[src/ast_pkg.sv]
package ast_pkg;

  // Register byte offsets on the APB bus.
  localparam logic [7:0] AST_OFS_DATA = 8'h00;
  localparam logic [7:0] AST_OFS_IER  = 8'h04;
  localparam logic [7:0] AST_OFS_IIR  = 8'h08;
  localparam logic [7:0] AST_OFS_LCTL = 8'h0C;
  localparam logic [7:0] AST_OFS_MCTL = 8'h10;
  localparam logic [7:0] AST_OFS_LSR  = 8'h14;
  localparam logic [7:0] AST_OFS_MSR  = 8'h18;
  localparam logic [7:0] AST_OFS_BRGL = 8'h1C;
  localparam logic [7:0] AST_OFS_BRGH = 8'h20;

  // Reset values.
  localparam logic [15:0] AST_DIV_RST  = 16'h0002;
  localparam logic [7:0]  AST_LCTL_RST = 8'h03;

  // Line control field positions.
  localparam int AST_LC_STOP2 = 2;
  localparam int AST_LC_PEN   = 3;
  localparam int AST_LC_EVEN  = 4;
  localparam int AST_LC_BRK   = 6;
  localparam int AST_LC_DLAB  = 7;

  // Modem control field positions.
  localparam int AST_MC_DTR  = 0;
  localparam int AST_MC_RTS  = 1;
  localparam int AST_MC_OUT1 = 2;
  localparam int AST_MC_OUT2 = 3;
  localparam int AST_MC_LOOP = 4;

  // Sixteen baud ticks make one bit, the sample point is mid-bit.
  localparam logic [3:0] AST_TICK_LAST = 4'hF;
  localparam logic [3:0] AST_TICK_MID  = 4'h7;
  localparam int         AST_TO_CHARS  = 4;
  localparam int         AST_TICKS_BIT = 16;

  // Interrupt identity codes reported in bits 3:1 of the identity register.
  localparam logic [2:0] AST_ID_LINE = 3'h3;
  localparam logic [2:0] AST_ID_RXD  = 3'h2;
  localparam logic [2:0] AST_ID_TOUT = 3'h6;
  localparam logic [2:0] AST_ID_TXE  = 3'h1;
  localparam logic [2:0] AST_ID_MDM  = 3'h0;

  // One received character with its error marks.
  typedef struct packed {
    logic       brk;
    logic       frm;
    logic       par;
    logic [7:0] data;
  } ast_rx_entry_s;

  typedef enum {AST_TX_IDLE, AST_TX_START, AST_TX_DATA, AST_TX_PAR, AST_TX_STOP} ast_tx_state_e;
  typedef enum {AST_RX_IDLE, AST_RX_START, AST_RX_DATA, AST_RX_PAR, AST_RX_STOP} ast_rx_state_e;

endpackage : ast_pkg

[src/ast_fifo.sv]
`timescale 1ns/1ps
module ast_fifo #(
  parameter int W = 8,
  parameter int D = 16
) (
  input  wire logic                 i_clk_sys,
  input  wire logic                 i_rst,
  input  wire logic                 i_clr,
  input  wire logic                 i_push,
  input  wire logic [W-1:0]         i_data,
  input  wire logic                 i_pop,
  output logic      [W-1:0]         o_data,
  output logic      [$clog2(D):0]   o_count
);
  localparam int AW = $clog2(D);

  logic [W-1:0]  mem [D];
  logic [AW-1:0] wr_ptr;
  logic [AW-1:0] rd_ptr;

  // The head is always visible; the caller guards push against full.
  assign o_data = mem[rd_ptr];

  // Storage write.
  always_ff @(posedge i_clk_sys) begin
    if (i_push) begin
      mem[wr_ptr] <= i_data;
    end
  end

  // Pointers and fill level; clear discards everything held.
  always_ff @(posedge i_clk_sys) begin
    if (i_rst || i_clr) begin
      wr_ptr  <= '0;
      rd_ptr  <= '0;
      o_count <= '0;
    end else begin
      if (i_push) begin
        wr_ptr <= wr_ptr + 1'b1;
      end
      if (i_pop) begin
        rd_ptr <= rd_ptr + 1'b1;
      end
      o_count <= o_count + (AW+1)'(i_push) - (AW+1)'(i_pop);
    end
  end
endmodule : ast_fifo

[src/ast_uart.sv]
// Contract
// - Separate sixteen-byte transmit and receive FIFOs.
// - Five to eight data bits, chosen by line control, both directions.
// - Parity generated and checked: even, odd or none.
// - Start bit plus one or two stop bits; stop bit checked on receive.
// - Break driven on the output and detected on the input.
// - Holding register write-only; up to sixteen bytes queued in FIFO mode.
// - After reset holding register empty, empty flag set, transmit interrupt pending.
// - Writing a byte clears the pending transmitter-empty interrupt.
// - Characters leave least significant bit first.
// - Serial output idles high when nothing is left to send.
// - Every transmitted bit lasts sixteen baud ticks.
// - Transmit format taken from line control fields.
// - Receive buffer read-only; data-ready set when a byte enters it.
// - Data-ready clears only once every held byte has been read; a receive FIFO clear through the control write also empties it.
// - Unused upper bits of short characters read as zero.
// - Receiver clocked by the sixteen-times baud tick.
// - Receiver aligns to the start-bit falling edge, then assembles a character.
// - Framing, parity, overrun and break conditions are flagged.
// - Two modem outputs and four modem inputs.
// - Any change of a modem input except ring is caught.
// - Ring indicator interrupts only on its trailing edge.
// - Loopback routes transmit data back to the receiver internally.
// - Divisor resets to 0002h; 0001h is valid and bypasses division.
// - Writing either divisor byte reloads the counter and restarts it.
// - Receive timeout after four idle character times below the trigger level.
//
// Local design decisions: the APB interface to the registers and the address map.
`timescale 1ns/1ps
module ast_uart (
  input  wire logic        i_clk_sys,
  input  wire logic        i_rst,
  input  wire logic        i_psel,
  input  wire logic        i_penable,
  input  wire logic        i_pwrite,
  input  wire logic [7:0]  i_paddr,
  input  wire logic [31:0] i_pwdata,
  output logic      [31:0] o_prdata,
  output logic             o_pready,
  output logic             o_pslverr,
  input  wire logic        i_rxd,
  output logic             o_txd,
  input  wire logic        i_cts_n,
  input  wire logic        i_dsr_n,
  input  wire logic        i_dcd_n,
  input  wire logic        i_ring_indicator_in_n,
  output logic             o_dtr_n,
  output logic             o_rts_n,
  output logic             o_irq
);
  import ast_pkg::*;

  // length from line control
  // Character length in data bits for a line control value.
  function automatic logic [3:0] data_bits(input logic [7:0] lc);
    data_bits = 4'h5 + {2'b00, lc[1:0]};
  endfunction : data_bits

  // Mask that keeps only the configured data bits.
  function automatic logic [7:0] len_mask(input logic [7:0] lc);
    len_mask = 8'hFF >> (3'h3 - lc[1:0]);
  endfunction : len_mask

  logic [7:0]  ier;
  logic [7:0]  lctl;
  logic [7:0]  mctl;
  logic [7:0]  fctl;
  logic [15:0] divisor;
  logic [15:0] div_cnt;
  logic        tick;
  logic        acc;
  logic        wr;
  logic        rd;
  logic        loop;
  logic        tx_line;
  logic        rx_in;
  logic        rx_prev;

  assign acc  = i_psel && i_penable && o_pready;
  assign wr   = acc && i_pwrite;
  assign rd   = acc && !i_pwrite;
  assign loop = mctl[AST_MC_LOOP];

  ////////////////////////////////////////////////////////////////////////////////
  // Baud divider.

  always_ff @(posedge i_clk_sys) begin
    if (i_rst) begin
      div_cnt <= AST_DIV_RST;
      tick    <= 1'b0;
    end else if (wr && lctl[AST_LC_DLAB] &&
                 (i_paddr == AST_OFS_BRGL || i_paddr == AST_OFS_BRGH)) begin
      div_cnt <= (i_paddr == AST_OFS_BRGL) ? {divisor[15:8], i_pwdata[7:0]}
                                            : {i_pwdata[7:0], divisor[7:0]};
      tick    <= 1'b0;
    end else if (div_cnt <= 16'h0001) begin
      // A divisor of one ticks every cycle, so the divider is bypassed.
      div_cnt <= divisor;
      tick    <= 1'b1;
    end else begin
      div_cnt <= div_cnt - 16'h0001;
      tick    <= 1'b0;
    end
  end

  ////////////////////////////////////////////////////////////////////////////////
  // FIFOs.

  logic                  fifo_en;
  logic                  tx_push;
  logic                  tx_pop;
  logic [7:0]            tx_head;
  logic [4:0]            tx_count;
  logic                  tx_full;
  logic                  rx_push;
  logic                  rx_pop;
  ast_rx_entry_s         rx_head;
  ast_rx_entry_s         rx_new;
  logic [4:0]            rx_count;
  logic                  rx_full;
  logic [4:0]            rx_trig;

  assign fifo_en = fctl[0];
  // With FIFO mode off each store behaves as a single holding register.
  assign tx_full = fifo_en ? (tx_count == 5'h10) : (tx_count != 5'h00);
  assign rx_full = fifo_en ? (rx_count == 5'h10) : (rx_count != 5'h00);
  assign tx_push = wr && (i_paddr == AST_OFS_DATA) && !lctl[AST_LC_DLAB] && !tx_full;
  assign rx_pop  = rd && (i_paddr == AST_OFS_DATA) && !lctl[AST_LC_DLAB] && (rx_count != 5'h00);
  assign rx_trig = (fctl[7:6] == 2'h0) ? 5'h01 : (fctl[7:6] == 2'h1) ? 5'h04 :
                   (fctl[7:6] == 2'h2) ? 5'h08 : 5'h0E;

  ast_fifo #(.W(8), .D(16)) u_tx_fifo (
    .i_clk_sys (i_clk_sys),
    .i_rst     (i_rst),
    .i_clr     (wr && i_paddr == AST_OFS_IIR && i_pwdata[2]),
    .i_push    (tx_push),
    .i_data    (i_pwdata[7:0]),
    .i_pop     (tx_pop),
    .o_data    (tx_head),
    .o_count   (tx_count)
  );

  ast_fifo #(.W($bits(ast_rx_entry_s)), .D(16)) u_rx_fifo (
    .i_clk_sys (i_clk_sys),
    .i_rst     (i_rst),
    .i_clr     (wr && i_paddr == AST_OFS_IIR && i_pwdata[1]),
    .i_push    (rx_push),
    .i_data    (rx_new),
    .i_pop     (rx_pop),
    .o_data    (rx_head),
    .o_count   (rx_count)
  );

  ////////////////////////////////////////////////////////////////////////////////
  // Transmitter.

  ast_tx_state_e tx_st;
  logic [3:0]    tx_tk;
  logic [2:0]    tx_idx;
  logic [7:0]    tx_sh;
  logic          tx_par;
  logic          tx_stop2;
  logic          tx_end;

  assign tx_pop = (tx_st == AST_TX_IDLE) && (tx_count != 5'h00);
  assign tx_end = tick && (tx_tk == AST_TICK_LAST);

  always_ff @(posedge i_clk_sys) begin
    if (i_rst) begin
      tx_st    <= AST_TX_IDLE;
      tx_tk    <= '0;
      tx_idx   <= '0;
      tx_sh    <= '0;
      tx_par   <= 1'b0;
      tx_stop2 <= 1'b0;
    end else begin
      if (tick) begin
        tx_tk <= tx_tk + 4'h1;
      end
      case (tx_st)
        AST_TX_IDLE: begin
          if (tx_pop) begin
            tx_sh  <= tx_head & len_mask(lctl);
            tx_par <= (^(tx_head & len_mask(lctl))) ^ !lctl[AST_LC_EVEN];
            tx_tk  <= '0;
            tx_idx <= '0;
            tx_st  <= AST_TX_START;
          end
        end
        AST_TX_START: if (tx_end) tx_st <= AST_TX_DATA;
        AST_TX_DATA: begin
          if (tx_end) begin
            tx_sh  <= tx_sh >> 1;
            tx_idx <= tx_idx + 3'h1;
            if ({1'b0, tx_idx} == data_bits(lctl) - 4'h1) begin
              tx_st    <= lctl[AST_LC_PEN] ? AST_TX_PAR : AST_TX_STOP;
              tx_stop2 <= lctl[AST_LC_STOP2];
            end
          end
        end
        AST_TX_PAR: if (tx_end) tx_st <= AST_TX_STOP;
        AST_TX_STOP: begin
          if (tx_end) begin
            tx_stop2 <= 1'b0;
            tx_st    <= tx_stop2 ? AST_TX_STOP : AST_TX_IDLE;
          end
        end
        default: tx_st <= AST_TX_IDLE;
      endcase
    end
  end

  always_comb begin
    case (tx_st)
      AST_TX_START: tx_line = 1'b0;
      AST_TX_DATA:  tx_line = tx_sh[0];
      AST_TX_PAR:   tx_line = tx_par;
      default:      tx_line = 1'b1;
    endcase
  end

  // Output pin and modem outputs; loopback keeps the pins inactive.
  always_ff @(posedge i_clk_sys) begin
    if (i_rst) begin
      o_txd   <= 1'b1;
      o_dtr_n <= 1'b1;
      o_rts_n <= 1'b1;
    end else begin
      o_txd   <= loop || (tx_line && !lctl[AST_LC_BRK]);
      o_dtr_n <= loop || !mctl[AST_MC_DTR];
      o_rts_n <= loop || !mctl[AST_MC_RTS];
    end
  end

  ////////////////////////////////////////////////////////////////////////////////
  // Receiver.

  ast_rx_state_e rx_st;
  logic [3:0]    rx_tk;
  logic [2:0]    rx_idx;
  logic [7:0]    rx_sh;
  logic          rx_pbit;
  logic          oe;
  logic          oe_set;
  logic          rx_done;

  assign rx_in = loop ? (tx_line && !lctl[AST_LC_BRK]) : i_rxd;
  assign rx_done = (rx_st == AST_RX_STOP) && tick && (rx_tk == AST_TICK_LAST);
  assign rx_push = rx_done && !rx_full;
  assign oe_set  = rx_done && rx_full;

  always_comb begin
    rx_new.data = (rx_sh >> (4'h8 - data_bits(lctl))) & len_mask(lctl);
    rx_new.par  = lctl[AST_LC_PEN] &&
                  (rx_pbit != ((^rx_new.data) ^ !lctl[AST_LC_EVEN]));
    rx_new.frm  = !rx_in;
    rx_new.brk  = !rx_in && (rx_new.data == 8'h00) && !(lctl[AST_LC_PEN] && rx_pbit);
  end

  always_ff @(posedge i_clk_sys) begin
    if (i_rst) begin
      rx_st   <= AST_RX_IDLE;
      rx_tk   <= '0;
      rx_idx  <= '0;
      rx_sh   <= '0;
      rx_pbit <= 1'b0;
      rx_prev <= 1'b1;
    end else if (tick) begin
      rx_prev <= rx_in;
      rx_tk   <= rx_tk + 4'h1;
      case (rx_st)
        AST_RX_IDLE: begin
          if (rx_prev && !rx_in) begin
            rx_tk <= 4'h1;
            rx_st <= AST_RX_START;
          end
        end
        AST_RX_START: begin
          if (rx_tk == AST_TICK_MID) begin
            rx_tk  <= '0;
            rx_idx <= '0;
            rx_st  <= rx_in ? AST_RX_IDLE : AST_RX_DATA;
          end
        end
        AST_RX_DATA: begin
          if (rx_tk == AST_TICK_LAST) begin
            rx_sh  <= {rx_in, rx_sh[7:1]};
            rx_idx <= rx_idx + 3'h1;
            if ({1'b0, rx_idx} == data_bits(lctl) - 4'h1) begin
              rx_st <= lctl[AST_LC_PEN] ? AST_RX_PAR : AST_RX_STOP;
            end
          end
        end
        AST_RX_PAR: begin
          if (rx_tk == AST_TICK_LAST) begin
            rx_pbit <= rx_in;
            rx_st   <= AST_RX_STOP;
          end
        end
        AST_RX_STOP: if (rx_tk == AST_TICK_LAST) rx_st <= AST_RX_IDLE;
        default: rx_st <= AST_RX_IDLE;
      endcase
    end
  end

  ////////////////////////////////////////////////////////////////////////////////
  // Status flags.

  logic [4:0] err_cnt;
  logic       head_err;
  logic       ls_seen;
  logic       rd_lsr;
  logic       tx_holding_empty_flag_int;
  logic       tout;
  logic [9:0] to_cnt;
  logic [9:0] to_lim;
  logic [3:0] mdm_now;
  logic [3:0] mdm_prev;
  logic [3:0] mdm_delta;
  logic [2:0] iir_id;
  logic       any_int;

  assign head_err = (rx_count != 5'h00) && (rx_head.par || rx_head.frm || rx_head.brk);
  assign rd_lsr   = rd && (i_paddr == AST_OFS_LSR);
  assign to_lim   = 10'(AST_TO_CHARS * AST_TICKS_BIT) *
                    10'(4'h2 + data_bits(lctl) + {3'h0, lctl[AST_LC_PEN]});

  always_ff @(posedge i_clk_sys) begin
    if (i_rst) begin
      oe      <= 1'b0;
      ls_seen <= 1'b0;
      err_cnt <= '0;
    end else begin
      oe      <= oe_set || (oe && !rd_lsr);
      ls_seen <= !rx_pop && (ls_seen || rd_lsr);
      err_cnt <= err_cnt + 5'(rx_push && (rx_new.par || rx_new.frm || rx_new.brk))
                         - 5'(rx_pop && head_err);
    end
  end

  always_ff @(posedge i_clk_sys) begin
    if (i_rst) begin
      tx_holding_empty_flag_int <= 1'b1;
    end else if (tx_pop && tx_count == 5'h01 && !tx_push) begin
      tx_holding_empty_flag_int <= 1'b1;
    end else if (tx_push || (rd && i_paddr == AST_OFS_IIR && iir_id == AST_ID_TXE)) begin
      tx_holding_empty_flag_int <= 1'b0;
    end
  end

  always_ff @(posedge i_clk_sys) begin
    if (i_rst || rx_push || rx_pop || rx_count == 5'h00) begin
      to_cnt <= '0;
      tout   <= tout && (rx_count != 5'h00) && !i_rst;
    end else if (tick && rx_count < rx_trig) begin
      if (to_cnt >= to_lim - 10'h001) begin
        tout <= 1'b1;
      end else begin
        to_cnt <= to_cnt + 10'h001;
      end
    end
  end

  // four modem inputs, looped from the outputs in loopback
  assign mdm_now = loop ? {mctl[AST_MC_OUT2], mctl[AST_MC_OUT1],
                           mctl[AST_MC_DTR], mctl[AST_MC_RTS]}
                        : {!i_dcd_n, !i_ring_indicator_in_n, !i_dsr_n, !i_cts_n};

  always_ff @(posedge i_clk_sys) begin
    if (i_rst) begin
      mdm_prev  <= '0;
      mdm_delta <= '0;
    end else begin
      mdm_prev  <= mdm_now;
      mdm_delta <= ((mdm_now ^ mdm_prev) & 4'hB) | {1'b0, mdm_prev[2] & !mdm_now[2], 2'b00} |
                   (mdm_delta & {4{!(rd && i_paddr == AST_OFS_MSR)}});
    end
  end

  ////////////////////////////////////////////////////////////////////////////////
  // Interrupt identity and APB slave.

  logic [7:0] lsr;

  // data ready when a byte is held
  assign lsr = {(err_cnt != 5'h00), (tx_count == 5'h00 && tx_st == AST_TX_IDLE),
                !tx_full, rx_head.brk && rx_count != 5'h00,
                rx_head.frm && rx_count != 5'h00, rx_head.par && rx_count != 5'h00,
                oe, rx_count != 5'h00};

  // Priority: line errors, data, timeout, holding empty, modem.
  always_comb begin
    any_int = 1'b1;
    iir_id  = AST_ID_MDM;
    if (ier[2] && (oe || (head_err && !ls_seen))) iir_id = AST_ID_LINE;
    else if (ier[0] && rx_count >= (fifo_en ? rx_trig : 5'h01)) iir_id = AST_ID_RXD;
    else if (ier[0] && tout) iir_id = AST_ID_TOUT;
    else if (ier[1] && tx_holding_empty_flag_int) iir_id = AST_ID_TXE;
    else if (ier[3] && mdm_delta != 4'h0) iir_id = AST_ID_MDM;
    else any_int = 1'b0;
  end

  // Control registers; divisor bytes only writable with the latch bit set.
  always_ff @(posedge i_clk_sys) begin
    if (i_rst) begin
      ier     <= '0;
      lctl    <= AST_LCTL_RST;
      mctl    <= '0;
      fctl    <= '0;
      divisor <= AST_DIV_RST;
    end else if (wr) begin
      case (i_paddr)
        AST_OFS_IER:  ier  <= {4'h0, i_pwdata[3:0]};
        AST_OFS_IIR:  fctl <= {i_pwdata[7:6], 5'h00, i_pwdata[0]};
        AST_OFS_LCTL: lctl <= i_pwdata[7:0];
        AST_OFS_MCTL: mctl <= {3'h0, i_pwdata[4:0]};
        AST_OFS_BRGL: if (lctl[AST_LC_DLAB]) divisor[7:0] <= i_pwdata[7:0];
        AST_OFS_BRGH: if (lctl[AST_LC_DLAB]) divisor[15:8] <= i_pwdata[7:0];
        default: ;
      endcase
    end
  end

  // One wait state: data is latched in the first access cycle.
  always_ff @(posedge i_clk_sys) begin
    if (i_rst) begin
      o_pready  <= 1'b0;
      o_pslverr <= 1'b0;
      o_prdata  <= '0;
      o_irq     <= 1'b0;
    end else begin
      o_irq     <= any_int;
      o_pready  <= i_psel && i_penable && !o_pready;
      o_pslverr <= 1'b0;
      if (i_psel && i_penable && !o_pready) begin
        o_prdata <= '0;
        case (i_paddr)
          AST_OFS_DATA: if (!i_pwrite) o_prdata[7:0] <= rx_head.data;
          AST_OFS_IER:  o_prdata[7:0] <= ier;
          AST_OFS_IIR:  o_prdata[7:0] <= {fifo_en, fifo_en, 2'h0, iir_id, !any_int};
          AST_OFS_LCTL: o_prdata[7:0] <= lctl;
          AST_OFS_MCTL: o_prdata[7:0] <= mctl;
          AST_OFS_LSR:  o_prdata[7:0] <= lsr;
          AST_OFS_MSR:  o_prdata[7:0] <= {mdm_now, mdm_delta};
          AST_OFS_BRGL: o_prdata[7:0] <= divisor[7:0];
          AST_OFS_BRGH: o_prdata[7:0] <= divisor[15:8];
          default:      o_pslverr <= 1'b1;
        endcase
      end
    end
  end
endmodule : ast_uart

[config.mk]
export PLATFORM = sky130hd
export DESIGN_NAME = ast_uart
export DESIGN_NICKNAME = d
export VERILOG_FILES = /design/src/ast_pkg.sv /design/src/ast_fifo.sv /design/src/ast_uart.sv
export SDC_FILE = /design/constraint.sdc
export NUM_CORES = 1
export LEC_CHECK = 0
export ABC_CLOCK_PERIOD_IN_PS = 4800
export BUFFER_PORTS_ARGS = -buffer_cell sky130_fd_sc_hd__clkbuf_2
export CORE_MARGIN = 1
export CORE_UTILIZATION = 35
export DETAILED_ROUTE_END_ITERATION = 12
export PLACE_DENSITY = 0.64
export SYNTH_ARGS = -nofsm -noshare
export SYNTH_HDL_FRONTEND = slang
export SYNTH_SLANG_ARGS = --single-unit
export TNS_END_PERCENT = 10
[constraint.sdc]
create_clock -name i_clk_sys -period 4.8 [get_ports i_clk_sys]
set_input_delay 0.72 -clock i_clk_sys [delete_from_list [all_inputs] [get_ports i_clk_sys]]
set_output_delay 0.72 -clock i_clk_sys [all_outputs]
set_load 0.005 [all_outputs]
==> flow_summary.ini <==
[run_status]
status = finished clean

[floorplanning]
coreArea_um2 = 58100
dieArea_um2 = 60400
chipHeight_um = 246
die_w_um = 246
ioPinCount = 88
num_rows = 88
initial_core_util = 0.357

[worst_setup_path]
cp_max_fo = 17
arrival_ns = 4.91
cp.required_ns = 5.30
timing.rr.start = lctl[0]
crit_path_end_kind = register
critPathLaunchType = register
crit_path_start = lctl[0]
critPathKind = register to register

[route]
vias = 13087
viasPerCell = 5.35
drc = 0
ant_nets = 0
dr.pass1.iters = 5
wl_per_cell_um = 19.9
drt_iter0_drc = 1271
routed_wl_um = 48700

[yosys]
synth_seq_area_share = 0.602
syn_avg_cell_area_um2 = 13.0
yosysUniqueCellTypes = 74
ys.flop_type = edfxtp_1
yosysTopAreaCellShare = 0.441
synth-edff-count = 305
yosys_warnings = 0
synthArstFlopShare = 0
synth_top_cell_by_area = edfxtp_1
synth_area_um2 = 20800
ys_seq_elements = 472
synth_cells = 1593
synth_area_leaders = edfxtp_1 (44%), dfxtp_1 (16%), mux4_2 (10%), ha_1 (3.4%), nand2_1 (2.5%)

[sta]
post-route-min-period_ns = 4.42
fin_skew_ns = 0.0294
drv_slew = 0
max_freq_mhz = 226
min_period_over_period = 0.920
worstMarginPinSlew_ns = 1.30
setup_tns_ns = 0
slew_headroom = 0.129
finalHoldViolCount = 0
rsz0062_at_grt = no
finalSetupViolations = 0

[clock_tree]
clock_path_buffers = 3
clk_pin_slew_ns = 0.06
cts.sinks = 472
postCtsHoldBufs = 0
cts_root_buf = clkbuf_16
clk_latency_ns = 0.59
cts_tree = built
h-tree-depth = 2
cts_made_buffers = 49

[placement]
placed_cells = 2355
hpwlAfterDp_um = 32500
gp_congestion = 0.851
numPortBuffers = 39

[layout]
layout-drive-gt1-share = 0.158
final_cells = 2447
layout_common_cells = edfxtp_1 (305), dfxtp_1 (164), nand2_1 (141), nor2_1 (135), a21oi_1 (104)
final_core_util = 0.402
n_antenna_cell = 0
syn2layout_area_growth_pct = 12.5
nets = 1750
layout.cells.most_common = edfxtp_1

[power_and_ir_drop]
ir_drop_mv = 0.334
power_per_cell_area_nw_per_um2 = 423
power_leakage_nw = 7.85

[global_routing]
grt_pass1_wl_um = 75300
antenna_found_initial = 3
gr-total-overflow = 0
grt_pass1_vias = 12791
grt_usage = 0.162
grt_max_degree = 84

[min_path]
hold_start = lctl[5]
hold_class = register to register

[job]
max_cap_violations = 0
final timing paths:
check	to	slack (ns)	cells after the start
min	lctl[5]	0.46	2
min reg2reg	lctl[5]	0.46	2
max reg2reg	err_cnt[4]	0.38	20
max	err_cnt[4]	0.38	20
critical path, cell delays in order, from the launching register on:
cell and delay [ns]:
dfxtp_1 0.32, inv_1 0.10, ha_2 0.50, mux4_2 0.72, inv_1 0.13, ha_1 0.24, xnor2_1 0.19, xnor2_1 0.16
xnor2_1 0.13, and2_1 0.20, o21ai_0 0.12, ha_1 0.31, inv_1 0.04, ha_1 0.18, inv_1 0.07, fa_1 0.20
inv_1 0.05, a21oi_1 0.14, nor2_1 0.06, or3_1 0.35, a21oi_1 0.14
power breakdown:
group	internal (mW)	switching, mW	leakage [nW]
registers	4.46	0.167	4.08
logic	0.723	0.863	3.01
clock network	2.10	1.57	0.758
total	7.28	2.60	7.85
through the flow:
step,setup WS [ns],power [mW],hold WS (ns),instance area [µm²]
after detailed placement,0.278,6.28,0.455,21800
after global routing,0.119,10.3,0.491,23400
after CTS,0.251,9.95,0.463,23400
after global placement,0.306,6.24,0.442,21800
final,0.385,9.88,0.464,23400
after floorplan,0.147,5.92,0.384,20900
cells in the mapped netlist (all sizes together), types with 25 or more instances:
cell	n
mux2i	27
mux4	94
o21ai	25
a21oi	105
nor3	28
buf	45
ha	56
and2	27
xnor2	34
dfxtp	167
clkbuf	60
nand2	141
edfxtp	305
nand3	37
nor2	137
inv	63
xor2	25
repair_timing:
action,in CTS,in global routing
setup endpoints to repair,0,1
endpoints found under the hold margin,0,0
resized for setup,0,1
setup buffers,0,0
registers in the layout, summed over array words and instances, names as in the netlist, 4 cells and up, named ones only:
signal and count:
tx_sh 8, mdm_delta 4, tx_tk 4, u_tx_fifo.mem 128, u_tx_fifo.rd_ptr 4, o_prdata 8
mdm_prev 4, div_cnt 16, rx_tk 4, err_cnt 5, mctl 5, u_rx_fifo.o_count 5
rx_sh 8, u_rx_fifo.rd_ptr 4, to_cnt 10, divisor 16, u_rx_fifo.wr_ptr 4, u_tx_fifo.wr_ptr 4
u_tx_fifo.o_count 5, ier 4, lctl 8, u_rx_fifo.mem 176
cells by family after synthesis:
group,count (synthesis),share of synthesized area
AO/OA/AOI/OAI,235,0.0732
XOR/XNOR,60,0.0259
adder cells (fa/ha/maj),59,0.0366
buffers and inverters,168,0.0373
flip-flops,472,0.602
multiplexers,124,0.117
other,1,0.000180
AND/OR/NAND/NOR,474,0.109
final cells by class:
type / count / area (µm²)
Clock buffer: 69 / 1360
Tap cell: 765 / 957
Inverter: 63 / 236
Sequential cell: 472 / 12500
Clock inverter: 23 / 196
Timing Repair Buffer: 79 / 498
Multi-Input combinational cell: 976 / 7620
Fill cell: 5398 / 34800
per-layer routing:
| metal | vias up | part of all wire | GRT usage |
|---|---|---|---|
| li1 | 5989 | - | - |
| met1 | 6617 | 0.45 | 0.224 |
| met2 | 398 | 0.47 | 0.263 |
| met3 | 83 | 0.055 | 0.0227 |
| met4 | 0 | 0.027 | 0.0521 |
| met5 | - | 0 | 0 |
(Power assumes the default switching activity.)
